===== config.mk =====
export PLATFORM = sky130hd
export DESIGN_NAME = cai_regs
export DESIGN_NICKNAME = d
export VERILOG_FILES = /design/src/design/cai_pkg.sv /design/src/design/cai_regs.sv
export SDC_FILE = /design/constraint.sdc
export NUM_CORES = 1
export LEC_CHECK = 0
export BUFFER_PORTS_ARGS = -buffer_cell sky130_fd_sc_hd__clkbuf_2
export CORE_MARGIN = 3
export CORE_UTILIZATION = 44
export CTS_CLUSTER_SIZE = 8
export DETAILED_ROUTE_END_ITERATION = 8
export GPL_ROUTABILITY_DRIVEN = 0
export PLACE_DENSITY = 0.68
export SLEW_MARGIN = 20
export SYNTH_ARGS = -nofsm -noshare
export SYNTH_HDL_FRONTEND = slang
export SYNTH_SLANG_ARGS = --single-unit

===== constraint.sdc =====
create_clock -name core_clk -period 9.95 [get_ports core_clk]
set_clock_uncertainty 0.05 [all_clocks]
set_input_delay 1.99 -clock core_clk [delete_from_list [all_inputs] [get_ports core_clk]]
set_output_delay 1.99 -clock core_clk [all_outputs]
set_load 0.03 [all_outputs]

===== src/design/cai_pkg.sv =====
package cai_pkg;

    // ------------------------------------------------------------
    // Widths of the programming model
    // ------------------------------------------------------------
    localparam int ACC_W = 8;
    localparam int WORD_W = 16;
    localparam int ADDR_W = 16;
    localparam int OFFS_W = 8;
    localparam int FLAG_W = 8;

    // ------------------------------------------------------------
    // Flag register bit positions
    // ------------------------------------------------------------
    localparam int FL_C = 0;
    localparam int FL_V = 1;
    localparam int FL_Z = 2;
    localparam int FL_N = 3;
    localparam int FL_I = 4;
    localparam int FL_H = 5;
    localparam int FL_X = 6;
    localparam int FL_S = 7;

    // ------------------------------------------------------------
    // Reset values
    // ------------------------------------------------------------
    localparam logic [FLAG_W-1:0] FLAGS_RST = 8'hD0;
    localparam logic [ACC_W-1:0] ACC_RST = 8'h00;
    localparam logic [WORD_W-1:0] WORD_RST = 16'h0000;

    // ------------------------------------------------------------
    // Decimal adjust constants
    // ------------------------------------------------------------
    localparam logic [3:0] BCD_MAX_DIGIT = 4'h9;
    localparam logic [ACC_W-1:0] BCD_MAX_BYTE = 8'h99;
    localparam logic [3:0] BCD_FIX = 4'h6;

    // ------------------------------------------------------------
    // Operations accepted from the instruction stream
    // ------------------------------------------------------------
    typedef enum logic [4:0] {
        OP_NOP            = 5'h00,
        OP_LOAD_ACCA      = 5'h01,
        OP_LOAD_ACCB      = 5'h02,
        OP_LOAD_PAIR      = 5'h03,
        OP_LOAD_INDEX_ONE = 5'h04,
        OP_LOAD_INDEX_TWO = 5'h05,
        OP_LOAD_STACK     = 5'h06,
        OP_LOAD_PC        = 5'h07,
        OP_ADD_ACCB_IX1   = 5'h08,
        OP_ADD_ACCB_IX2   = 5'h09,
        OP_MOVE_ACCA_FL   = 5'h0A,
        OP_MOVE_FL_ACCA   = 5'h0B,
        OP_DECIMAL_ADJUST = 5'h0C,
        OP_ADD_ACCS       = 5'h0D,
        OP_SUB_ACCS       = 5'h0E,
        OP_CMP_ACCS       = 5'h0F,
        OP_INC_INDEX_ONE  = 5'h10,
        OP_DEC_INDEX_ONE  = 5'h11,
        OP_ADDR_INDEX_ONE = 5'h12,
        OP_ADDR_INDEX_TWO = 5'h13
    } cai_op_t;

    // Sequencer: second index add/address ops spend one extra cycle
    typedef enum logic [0:0] {
        ST_IDLE    = 1'b0,
        ST_PREBYTE = 1'b1
    } cai_state_t;

endpackage : cai_pkg


===== src/design/cai_regs.sv =====
`timescale 1ns/10ps

// Behaviour
// - One 64-Kbyte map for memory and peripherals
// - No separate I/O operations exist
// - Operand address latency independent of location
// - Core registers never appear in address map
// - Exactly seven core registers
// - Two 8-bit general accumulators
// - Pair view is concatenation, no storage
// - Only second accumulator adds into index
// - Flag moves exist only for first accumulator
// - Decimal adjust only on first accumulator
// - Accumulator add/sub/compare one direction only
// - Address is either index plus offset
// - First index also counts or holds data
// - Second index add/address ops take one extra cycle
// - Flag register is 8 bits
module cai_regs (
    input wire logic core_clk,
    input wire logic rst_n,
    input wire logic op_valid,
    input wire cai_pkg::cai_op_t op_code,
    input wire logic [cai_pkg::WORD_W-1:0] op_data,
    input wire logic [cai_pkg::OFFS_W-1:0] op_offset,
    output logic op_ready,
    output logic [cai_pkg::ACC_W-1:0] acc_one,
    output logic [cai_pkg::ACC_W-1:0] acc_two,
    output logic [cai_pkg::WORD_W-1:0] acc_pair,
    output logic [cai_pkg::WORD_W-1:0] index_reg_one,
    output logic [cai_pkg::WORD_W-1:0] index_reg_two,
    output logic [cai_pkg::WORD_W-1:0] stack_ptr,
    output logic [cai_pkg::WORD_W-1:0] prog_ctr,
    output logic [cai_pkg::FLAG_W-1:0] condition_flags_register,
    output logic [cai_pkg::ADDR_W-1:0] ea_addr,
    output logic ea_valid
);

    // ------------------------------------------------------------
    // State
    // ------------------------------------------------------------
    // The seven registers; nothing else holds architectural state
    logic [cai_pkg::ACC_W-1:0] acca_r, acca_nxt, accb_r, accb_nxt;
    logic [cai_pkg::WORD_W-1:0] ix1_r, ix1_nxt, ix2_r, ix2_nxt;
    logic [cai_pkg::WORD_W-1:0] sp_r, sp_nxt, pc_r, pc_nxt;
    logic [cai_pkg::FLAG_W-1:0] flags_r, flags_nxt;
    // Sequencing and address output
    cai_pkg::cai_state_t state_r, state_nxt;
    cai_pkg::cai_op_t pend_op_r, pend_op_nxt;
    logic [cai_pkg::OFFS_W-1:0] pend_off_r, pend_off_nxt;
    logic [cai_pkg::ADDR_W-1:0] ea_r, ea_nxt;
    logic ea_valid_r, ea_valid_nxt;
    logic take, uses_two, exec_en;
    cai_pkg::cai_op_t exec_op;
    logic [cai_pkg::OFFS_W-1:0] exec_off;
    logic [cai_pkg::ACC_W:0] sum9, diff9;
    logic lo_fix, hi_fix;
    logic [cai_pkg::ACC_W-1:0] bcd_res;

    // ------------------------------------------------------------
    // Sequencer
    // ------------------------------------------------------------
    // Second index add/address ops hold the port one cycle, as a prebyte would
    assign op_ready = (state_r == cai_pkg::ST_IDLE);
    assign take = op_valid && op_ready;
    assign uses_two = (op_code == cai_pkg::OP_ADD_ACCB_IX2) || (op_code == cai_pkg::OP_ADDR_INDEX_TWO);
    assign exec_en = (state_r == cai_pkg::ST_PREBYTE) || (take && !uses_two);
    assign exec_op = (state_r == cai_pkg::ST_PREBYTE) ? pend_op_r : op_code;
    assign exec_off = (state_r == cai_pkg::ST_PREBYTE) ? pend_off_r : op_offset;

    always_comb
    begin
        state_nxt = state_r;
        pend_op_nxt = pend_op_r;
        pend_off_nxt = pend_off_r;
        case (state_r)
            cai_pkg::ST_IDLE:
                if (take && uses_two)
                begin
                    state_nxt = cai_pkg::ST_PREBYTE;
                    pend_op_nxt = op_code;
                    pend_off_nxt = op_offset;
                end
            cai_pkg::ST_PREBYTE: state_nxt = cai_pkg::ST_IDLE;
            default: state_nxt = cai_pkg::ST_IDLE;
        endcase
    end

    // ------------------------------------------------------------
    // Datapath
    // ------------------------------------------------------------
    // Fixed direction: always first minus / plus second
    assign sum9 = {1'b0, acca_r} + {1'b0, accb_r};
    assign diff9 = {1'b0, acca_r} - {1'b0, accb_r};
    // Decimal correction works from the half-carry and carry flags
    assign lo_fix = flags_r[cai_pkg::FL_H] || (acca_r[3:0] > cai_pkg::BCD_MAX_DIGIT);
    assign hi_fix = flags_r[cai_pkg::FL_C] || (acca_r > cai_pkg::BCD_MAX_BYTE);
    assign bcd_res = acca_r + {(hi_fix ? cai_pkg::BCD_FIX : 4'h0), (lo_fix ? cai_pkg::BCD_FIX : 4'h0)};

    // Next values of registers and address output
    always_comb
    begin
        acca_nxt = acca_r;
        accb_nxt = accb_r;
        ix1_nxt = ix1_r;
        ix2_nxt = ix2_r;
        sp_nxt = sp_r;
        pc_nxt = pc_r;
        flags_nxt = flags_r;
        ea_nxt = ea_r;
        ea_valid_nxt = 1'b0;
        if (exec_en)
        begin
            case (exec_op)
                cai_pkg::OP_LOAD_ACCA: acca_nxt = op_data[cai_pkg::ACC_W-1:0];
                cai_pkg::OP_LOAD_ACCB: accb_nxt = op_data[cai_pkg::ACC_W-1:0];
                cai_pkg::OP_LOAD_PAIR:
                begin
                    acca_nxt = op_data[15:8];
                    accb_nxt = op_data[7:0];
                end
                cai_pkg::OP_LOAD_INDEX_ONE: ix1_nxt = op_data;
                cai_pkg::OP_LOAD_INDEX_TWO: ix2_nxt = op_data;
                cai_pkg::OP_LOAD_STACK: sp_nxt = op_data;
                cai_pkg::OP_LOAD_PC: pc_nxt = op_data;
                // Index adds leave flags alone
                cai_pkg::OP_ADD_ACCB_IX1: ix1_nxt = ix1_r + {8'h00, accb_r};
                cai_pkg::OP_ADD_ACCB_IX2: ix2_nxt = ix2_r + {8'h00, accb_r};
                cai_pkg::OP_MOVE_ACCA_FL:
                begin
                    flags_nxt = acca_r;
                    flags_nxt[cai_pkg::FL_X] = acca_r[cai_pkg::FL_X] & flags_r[cai_pkg::FL_X]; // X clears, never sets
                end
                cai_pkg::OP_MOVE_FL_ACCA: acca_nxt = flags_r;
                cai_pkg::OP_DECIMAL_ADJUST:
                begin
                    acca_nxt = bcd_res;
                    flags_nxt[cai_pkg::FL_C] = flags_r[cai_pkg::FL_C] | hi_fix;
                    flags_nxt[cai_pkg::FL_N] = bcd_res[7];
                    flags_nxt[cai_pkg::FL_Z] = (bcd_res == 8'h00);
                    flags_nxt[cai_pkg::FL_V] = 1'b0;
                end
                cai_pkg::OP_ADD_ACCS:
                begin
                    acca_nxt = sum9[7:0];
                    flags_nxt[cai_pkg::FL_C] = sum9[8];
                    flags_nxt[cai_pkg::FL_N] = sum9[7];
                    flags_nxt[cai_pkg::FL_Z] = (sum9[7:0] == 8'h00);
                    flags_nxt[cai_pkg::FL_V] = (acca_r[7] ~^ accb_r[7]) & (acca_r[7] ^ sum9[7]);
                    flags_nxt[cai_pkg::FL_H] = acca_r[4] ^ accb_r[4] ^ sum9[4]; // Carry into bit 4
                end
                cai_pkg::OP_SUB_ACCS, cai_pkg::OP_CMP_ACCS:
                begin
                    // Compare keeps the difference in the flags only
                    if (exec_op == cai_pkg::OP_SUB_ACCS)
                        acca_nxt = diff9[7:0];
                    flags_nxt[cai_pkg::FL_C] = diff9[8];
                    flags_nxt[cai_pkg::FL_N] = diff9[7];
                    flags_nxt[cai_pkg::FL_Z] = (diff9[7:0] == 8'h00);
                    flags_nxt[cai_pkg::FL_V] = (acca_r[7] ^ accb_r[7]) & (acca_r[7] ^ diff9[7]);
                end
                cai_pkg::OP_INC_INDEX_ONE:
                begin
                    ix1_nxt = ix1_r + 16'h0001;
                    flags_nxt[cai_pkg::FL_Z] = (ix1_r == 16'hFFFF);
                end
                cai_pkg::OP_DEC_INDEX_ONE:
                begin
                    ix1_nxt = ix1_r - 16'h0001;
                    flags_nxt[cai_pkg::FL_Z] = (ix1_r == 16'h0001);
                end
                // One 16-bit address for any location; no I/O path exists
                cai_pkg::OP_ADDR_INDEX_ONE:
                begin
                    ea_nxt = ix1_r + {8'h00, exec_off};
                    ea_valid_nxt = 1'b1;
                end
                cai_pkg::OP_ADDR_INDEX_TWO:
                begin
                    ea_nxt = ix2_r + {8'h00, exec_off};
                    ea_valid_nxt = 1'b1;
                end
                default: ea_valid_nxt = 1'b0;
            endcase
        end
    end

    // ------------------------------------------------------------
    // Registers
    // ------------------------------------------------------------
    always_ff @(posedge core_clk or negedge rst_n)
    begin
        if (!rst_n)
        begin
            acca_r <= cai_pkg::ACC_RST;
            accb_r <= cai_pkg::ACC_RST;
            ix1_r <= cai_pkg::WORD_RST;
            ix2_r <= cai_pkg::WORD_RST;
            sp_r <= cai_pkg::WORD_RST;
            pc_r <= cai_pkg::WORD_RST;
            flags_r <= cai_pkg::FLAGS_RST;
            state_r <= cai_pkg::ST_IDLE;
            pend_op_r <= cai_pkg::OP_NOP;
            pend_off_r <= 8'h00;
            ea_r <= cai_pkg::WORD_RST;
            ea_valid_r <= 1'b0;
        end
        else
        begin
            acca_r <= acca_nxt;
            accb_r <= accb_nxt;
            ix1_r <= ix1_nxt;
            ix2_r <= ix2_nxt;
            sp_r <= sp_nxt;
            pc_r <= pc_nxt;
            flags_r <= flags_nxt;
            state_r <= state_nxt;
            pend_op_r <= pend_op_nxt;
            pend_off_r <= pend_off_nxt;
            ea_r <= ea_nxt;
            ea_valid_r <= ea_valid_nxt;
        end
    end

    // Registers reach the outside only as ports, never as addresses
    assign acc_one = acca_r;
    assign acc_two = accb_r;
    assign acc_pair = {acca_r, accb_r};
    assign index_reg_one = ix1_r;
    assign index_reg_two = ix2_r;
    assign stack_ptr = sp_r;
    assign prog_ctr = pc_r;
    assign condition_flags_register = flags_r;
    assign ea_addr = ea_r;
    assign ea_valid = ea_valid_r;
endmodule : cai_regs


==> results of run 1 <==
-- final timing paths --
path,from,slack (ps),end
max,op_code[4],4430,ea_addr[10]
min,pend_off_r[7],420,pend_off_r[7]
max reg2reg,state_r,5430,ea_addr[10]
min reg2reg,pend_off_r[7],420,pend_off_r[7]
max in group asynchronous,rst_n,6940,index_reg_one[9]
min in group asynchronous,rst_n,1520,state_r
-- final cells by class --
class	count	share of cell area
clock buffers	18	0.0433
multi-input cells	766	0.518
inverters	42	0.0155
repair buffers	159	0.0802
flip-flops and latches	119	0.294
well taps	260	0.0321
clock inverters	14	0.0171
-- power by group --
| group | switching, W | leakage, nW | internal (W) |
|---|---|---|---|
| Clock | 0.000245 | 0.289 | 0.000402 |
| Combinational | 0.000925 | 2.87 | 0.000521 |
| Sequential | 0.000227 | 1.46 | 0.000621 |
-- worst min-delay path, cell delays in order, from the launching register on --
cell and delay, ps:
dfrtp_1 340, nand2_1 50, nand2_1 60
-- cell usage after synthesis, drive strengths merged (11+ instances only) --
library cell | count | area share
o21ai | 80 | 0.047
mux2 | 53 | 0.068
xnor2 | 32 | 0.032
o22ai | 15 | 0.011
dfrtp | 116 | 0.33
clkbuf | 26 | 0.011
nor3 | 22 | 0.014
mux2i | 13 | 0.015
nor2 | 76 | 0.034
nand2 | 105 | 0.045
a31oi | 14 | 0.010
a21o | 13 | 0.011
buf | 38 | 0.029
a21oi | 74 | 0.043
nand3 | 19 | 0.011
inv | 41 | 0.018
ha | 47 | 0.067
a22oi | 11 | 0.0095
xor2 | 25 | 0.025
nand2b | 16 | 0.011
-- layer usage --
metal	up-vias	global-route usage	routed length, um
met5	-	0	15
met3	47	0.0703	2750
met4	2	0.0800	811
met2	449	0.384	12200
li1	3799	-	-
met1	3905	0.359	12300
-- per-stage QoR --
stage	instances	setup slack (ps)	total power (W)	instance area [um2]
after floorplan	991	4850	0.00187	8730
after global placement	1345	4110	0.00225	9520
after detailed placement	1345	4010	0.00227	9520
after CTS	1377	4440	0.00293	10100
after global routing	1378	3970	0.00312	10100
final	1378	4430	0.00294	10100
-- sequential cells by signal (all words and copies together) (netlist names) --
name and count:
ea_addr 16, index_reg_one 16, index_reg_two 16, prog_ctr 16
stack_ptr 16, acc_one 8, acc_two 8, condition_flags_register 8
pend_off_r 8, pend_op_r 5, ea_valid 1, state_r 1
-- cell families (layout without fill, tap and decap cells) --
kind of cell | count (synthesis) | after routing | synth area share
XOR/XNOR | 57 | 57 | 0.0572
adder cells (fa/ha/maj) | 53 | 53 | 0.0811
AO/OA/AOI/OAI | 286 | 286 | 0.211
buffers and inverters | 106 | 233 | 0.0578
AND/OR/NAND/NOR | 304 | 304 | 0.168
flip-flops | 119 | 119 | 0.342
multiplexers | 66 | 66 | 0.0837
==> impl_metrics.tcl, run 1 <==
set metrics [dict create \
    portBuffers 153 \
    grt_util_all_layers 0.256 \
    fin_nets 1190 \
    start_util 0.457 \
    postCtsSetupBuffers 0 \
    fin_crit_ps 5520 \
    holdBufCountCts 0 \
    core_um2 19100 \
    synth_edf_count 0 \
    row_count 50 \
    cts_resized 0 \
    clkTransAtPathRegs_ps 60 \
    synth-seq-area-share 0.342 \
    synthToLayoutAreaGrowth_pct 16.2 \
    ys_types 81 \
    path_max_fanout 17 \
    hold_violations 0 \
    place_hpwl_mm 20.3 \
    cp_top_family "compound AO/OA/AOI/OAI gates" \
    final_common_cell "clkbuf_2" \
    viasPerCell 5.95 \
    slew_headroom 0.346 \
    overflow 0 \
    cts_root_buf "clkbuf_16" \
    insertion_delay_ps 420 \
    drc 0 \
    crit_required_ps 10220 \
    grt_pass1_wl_mm 43.6 \
    peakVddDrop_v 0.000131 \
    hold_ws_ps 422 \
    nFillCells 1792 \
    finalSetupTns_ps 0 \
    end_kind "flop" \
    die_height_um 147 \
    cts_buffers 17 \
    antenna_left 0 \
    startpoint_type "primary input" \
    via_count 8202 \
    die_w_um 147 \
    synthCells 991 \
    critPathSlowestCell "nand2_1" \
    async_flop_share 1.00 \
    clk_path_buf_depth 2 \
    ys_seq_elements 119 \
    antenna_found_initial 1 \
    status "finished clean" \
    drive_above_1_share 0.233 \
    path_cells "clkbuf_2 -> nor4b_1 -> a31oi_1 -> nor2_1 -> nand2_1 -> mux2_2 -> ha_1 -> fa_1 -> a21o_1 -> a21oi_1 -> o21ai_1 -> nand4_1 -> xnor2_1 -> mux2i_1 -> o21ai_0" \
    multi_input_area_um2 5250 \
    dr.pass1.iters 5 \
    crit_path_max_incr_delay_ps 670 \
    layout_worst_path_cycle_share 0.555 \
    die-area_um2 21600 \
    drv_cap 0 \
    grt_start_max_net_pins 76 \
    setup_viol 0 \
    syn_area_um2 8730 \
    routedWlPerCell_um 20.3 \
    htree_levels 4 \
    grt_pass1_vias 7635 \
    num_antenna_cells 0 \
    slew_violations 0 \
    avgSynthCellArea_um2 8.81 \
    rsz0062_at_grt "false" \
    ios 154 \
    p_leak_nw 4.63 \
    yosys_warnings 0 \
    cts.sinks 119 \
    holdCritPathClass "flop to flop" \
    wirelength_mm 28.0 \
    drt_iter0_drc 828 \
    cts_tree "yes" \
    fin_util 0.532 \
    tightest_slew_ps 981 \
    final_cell_mix "clkbuf_2, dfrtp_1, nand2_1" \
    r2r_cells 14 \
    worst-setup-path-type "primary input to flop" \
    arrival_ps 5800 \
    crit_buf_inv 1 \
    regArea_um2 2980 \
    synth_fp_nets 1076 \
    cp.depth 15 \
    synth_ff_type "dfrtp_1" \
    power_density_nw_per_um2 290 \
    clock.fmax_mhz 181 \
    min_delay_path_depth 2 \
]
(Power assumes the default switching activity.)
==> run 2: changes to the inputs <==
==> constraint.sdc (replaced) <==
create_clock -name core_clk -period 5.4 [get_ports core_clk]
set_clock_uncertainty 0.05 [all_clocks]
set_input_delay 1.08 -clock core_clk [delete_from_list [all_inputs] [get_ports core_clk]]
set_output_delay 1.08 -clock core_clk [all_outputs]
set_load 0.03 [all_outputs]
==> impl_metrics.tcl, run 2 (synthesized netlist as in run 1, its figures left out) <==
set metrics [dict create \
    rsz0062_at_grt "false" \
    tightest_slew_ps 951 \
    postCtsSetupBuffers 0 \
    setup_viol 0 \
    synthToLayoutAreaGrowth_pct 17.1 \
    ios 154 \
    start_util 0.457 \
    drt_iter0_drc 1020 \
    end_kind "flop" \
    cts_buffers 17 \
    hold_violations 0 \
    drv_cap 0 \
    routedWlPerCell_um 20.6 \
    antenna_left 0 \
    peakVddDrop_v 0.000276 \
    place_hpwl_mm 20.6 \
    final_cell_mix "clkbuf_2, dfrtp_1, nand2_1" \
    p_leak_nw 4.68 \
    power_w 0.00547 \
    portBuffers 153 \
    grt_start_max_net_pins 79 \
    clock.fmax_mhz 227 \
    antenna_found_initial 0 \
    layout_worst_path_cycle_share 0.814 \
    fin_crit_ps 4400 \
    insertion_delay_ps 430 \
    arrival_ps 4610 \
    die_height_um 147 \
    worst-setup-path-type "flop to flop" \
    crit_start "state_r" \
    finalSetupTns_ps 0 \
    grt_util_all_layers 0.262 \
    cts_root_buf "clkbuf_16" \
    power_density_nw_per_um2 536 \
    crit_required_ps 5620 \
    cts.sinks 119 \
    status "finished clean" \
    fin_nets 1195 \
    dr.pass1.iters 5 \
    final_common_cell "clkbuf_2" \
    slew_headroom 0.362 \
    slew_violations 0 \
    cts_tree "yes" \
    viasPerCell 5.92 \
    reg2reg_from "state_r" \
    clkTransAtPathRegs_ps 50 \
    grt_pass1_wl_mm 44.6 \
    die_w_um 147 \
    holdCritPathClass "primary input to asynchronous set/reset pin" \
    core_um2 19100 \
    row_count 50 \
    drive_above_1_share 0.233 \
    die-area_um2 21600 \
    grt_pass1_vias 7828 \
    path_max_fanout 20 \
    via_count 8187 \
    startpoint_type "flop" \
    overflow 0 \
    cts_resized 0 \
    htree_levels 4 \
    drc 0 \
    clk_path_buf_depth 2 \
    holdBufCountCts 0 \
    wirelength_mm 28.5 \
]
## run 2: final timing paths
kind	slack, ps	depth (start not counted)	endpoint
max	1000	14	ea_addr[10]
min	410	1	pend_off_r[0]
max reg2reg	1000	14	ea_addr[10]
min reg2reg	420	2	pend_off_r[7]
max in group asynchronous	3970	3	condition_flags_register[6]
min in group core_clk	420	2	pend_off_r[7]
## run 2: power by group
part	switching, W	internal [W]
logic	0.00170	0.000964
clock network	0.000420	0.000817
registers	0.000423	0.00114
total	0.00255	0.00293
## run 2: metal layers
layer,GRT usage,vias to the layer above,share of wire
met3,0.0706,56,0.098
met2,0.384,410,0.43
met4,0.100,0,0.026
met5,0,-,0
met1,0.370,3902,0.44
li1,-,3819,-
## run 2: worst max-delay path, cell delays in order (launching register included)
cell	delay, ps
dfrtp_1	780
buf_4	350
mux2i_1	560
nor2_1	130
nand2_1	140
buf_4	280
mux2_2	370
ha_1	340
a21o_1	130
a21oi_1	110
o21ai_1	430
nand4_1	190
xnor2_1	170
mux2i_1	130
o21ai_0	80
## run 2: cell type report
class,count,area (um2)
Tap cell,260,325
Clock inverter,8,144
Sequential cell,119,2980
Multi-Input combinational cell,766,5250
Timing Repair Buffer,164,871
Fill cell,1784,8860
Antenna cell,1,2.50
Clock buffer,23,488
Inverter,42,158
## run 2: per-stage QoR
stage	util	instances	area, um2	hold slack (ps)	worst slack, ps
floorplan	-	991	8730	390	1210
global placement	0.501	1350	9550	402	933
detailed placement	0.501	1350	9550	409	781
CTS	0.534	1381	10200	398	1090
global route	0.535	1382	10200	406	634
finish	0.535	1383	10200	409	1000
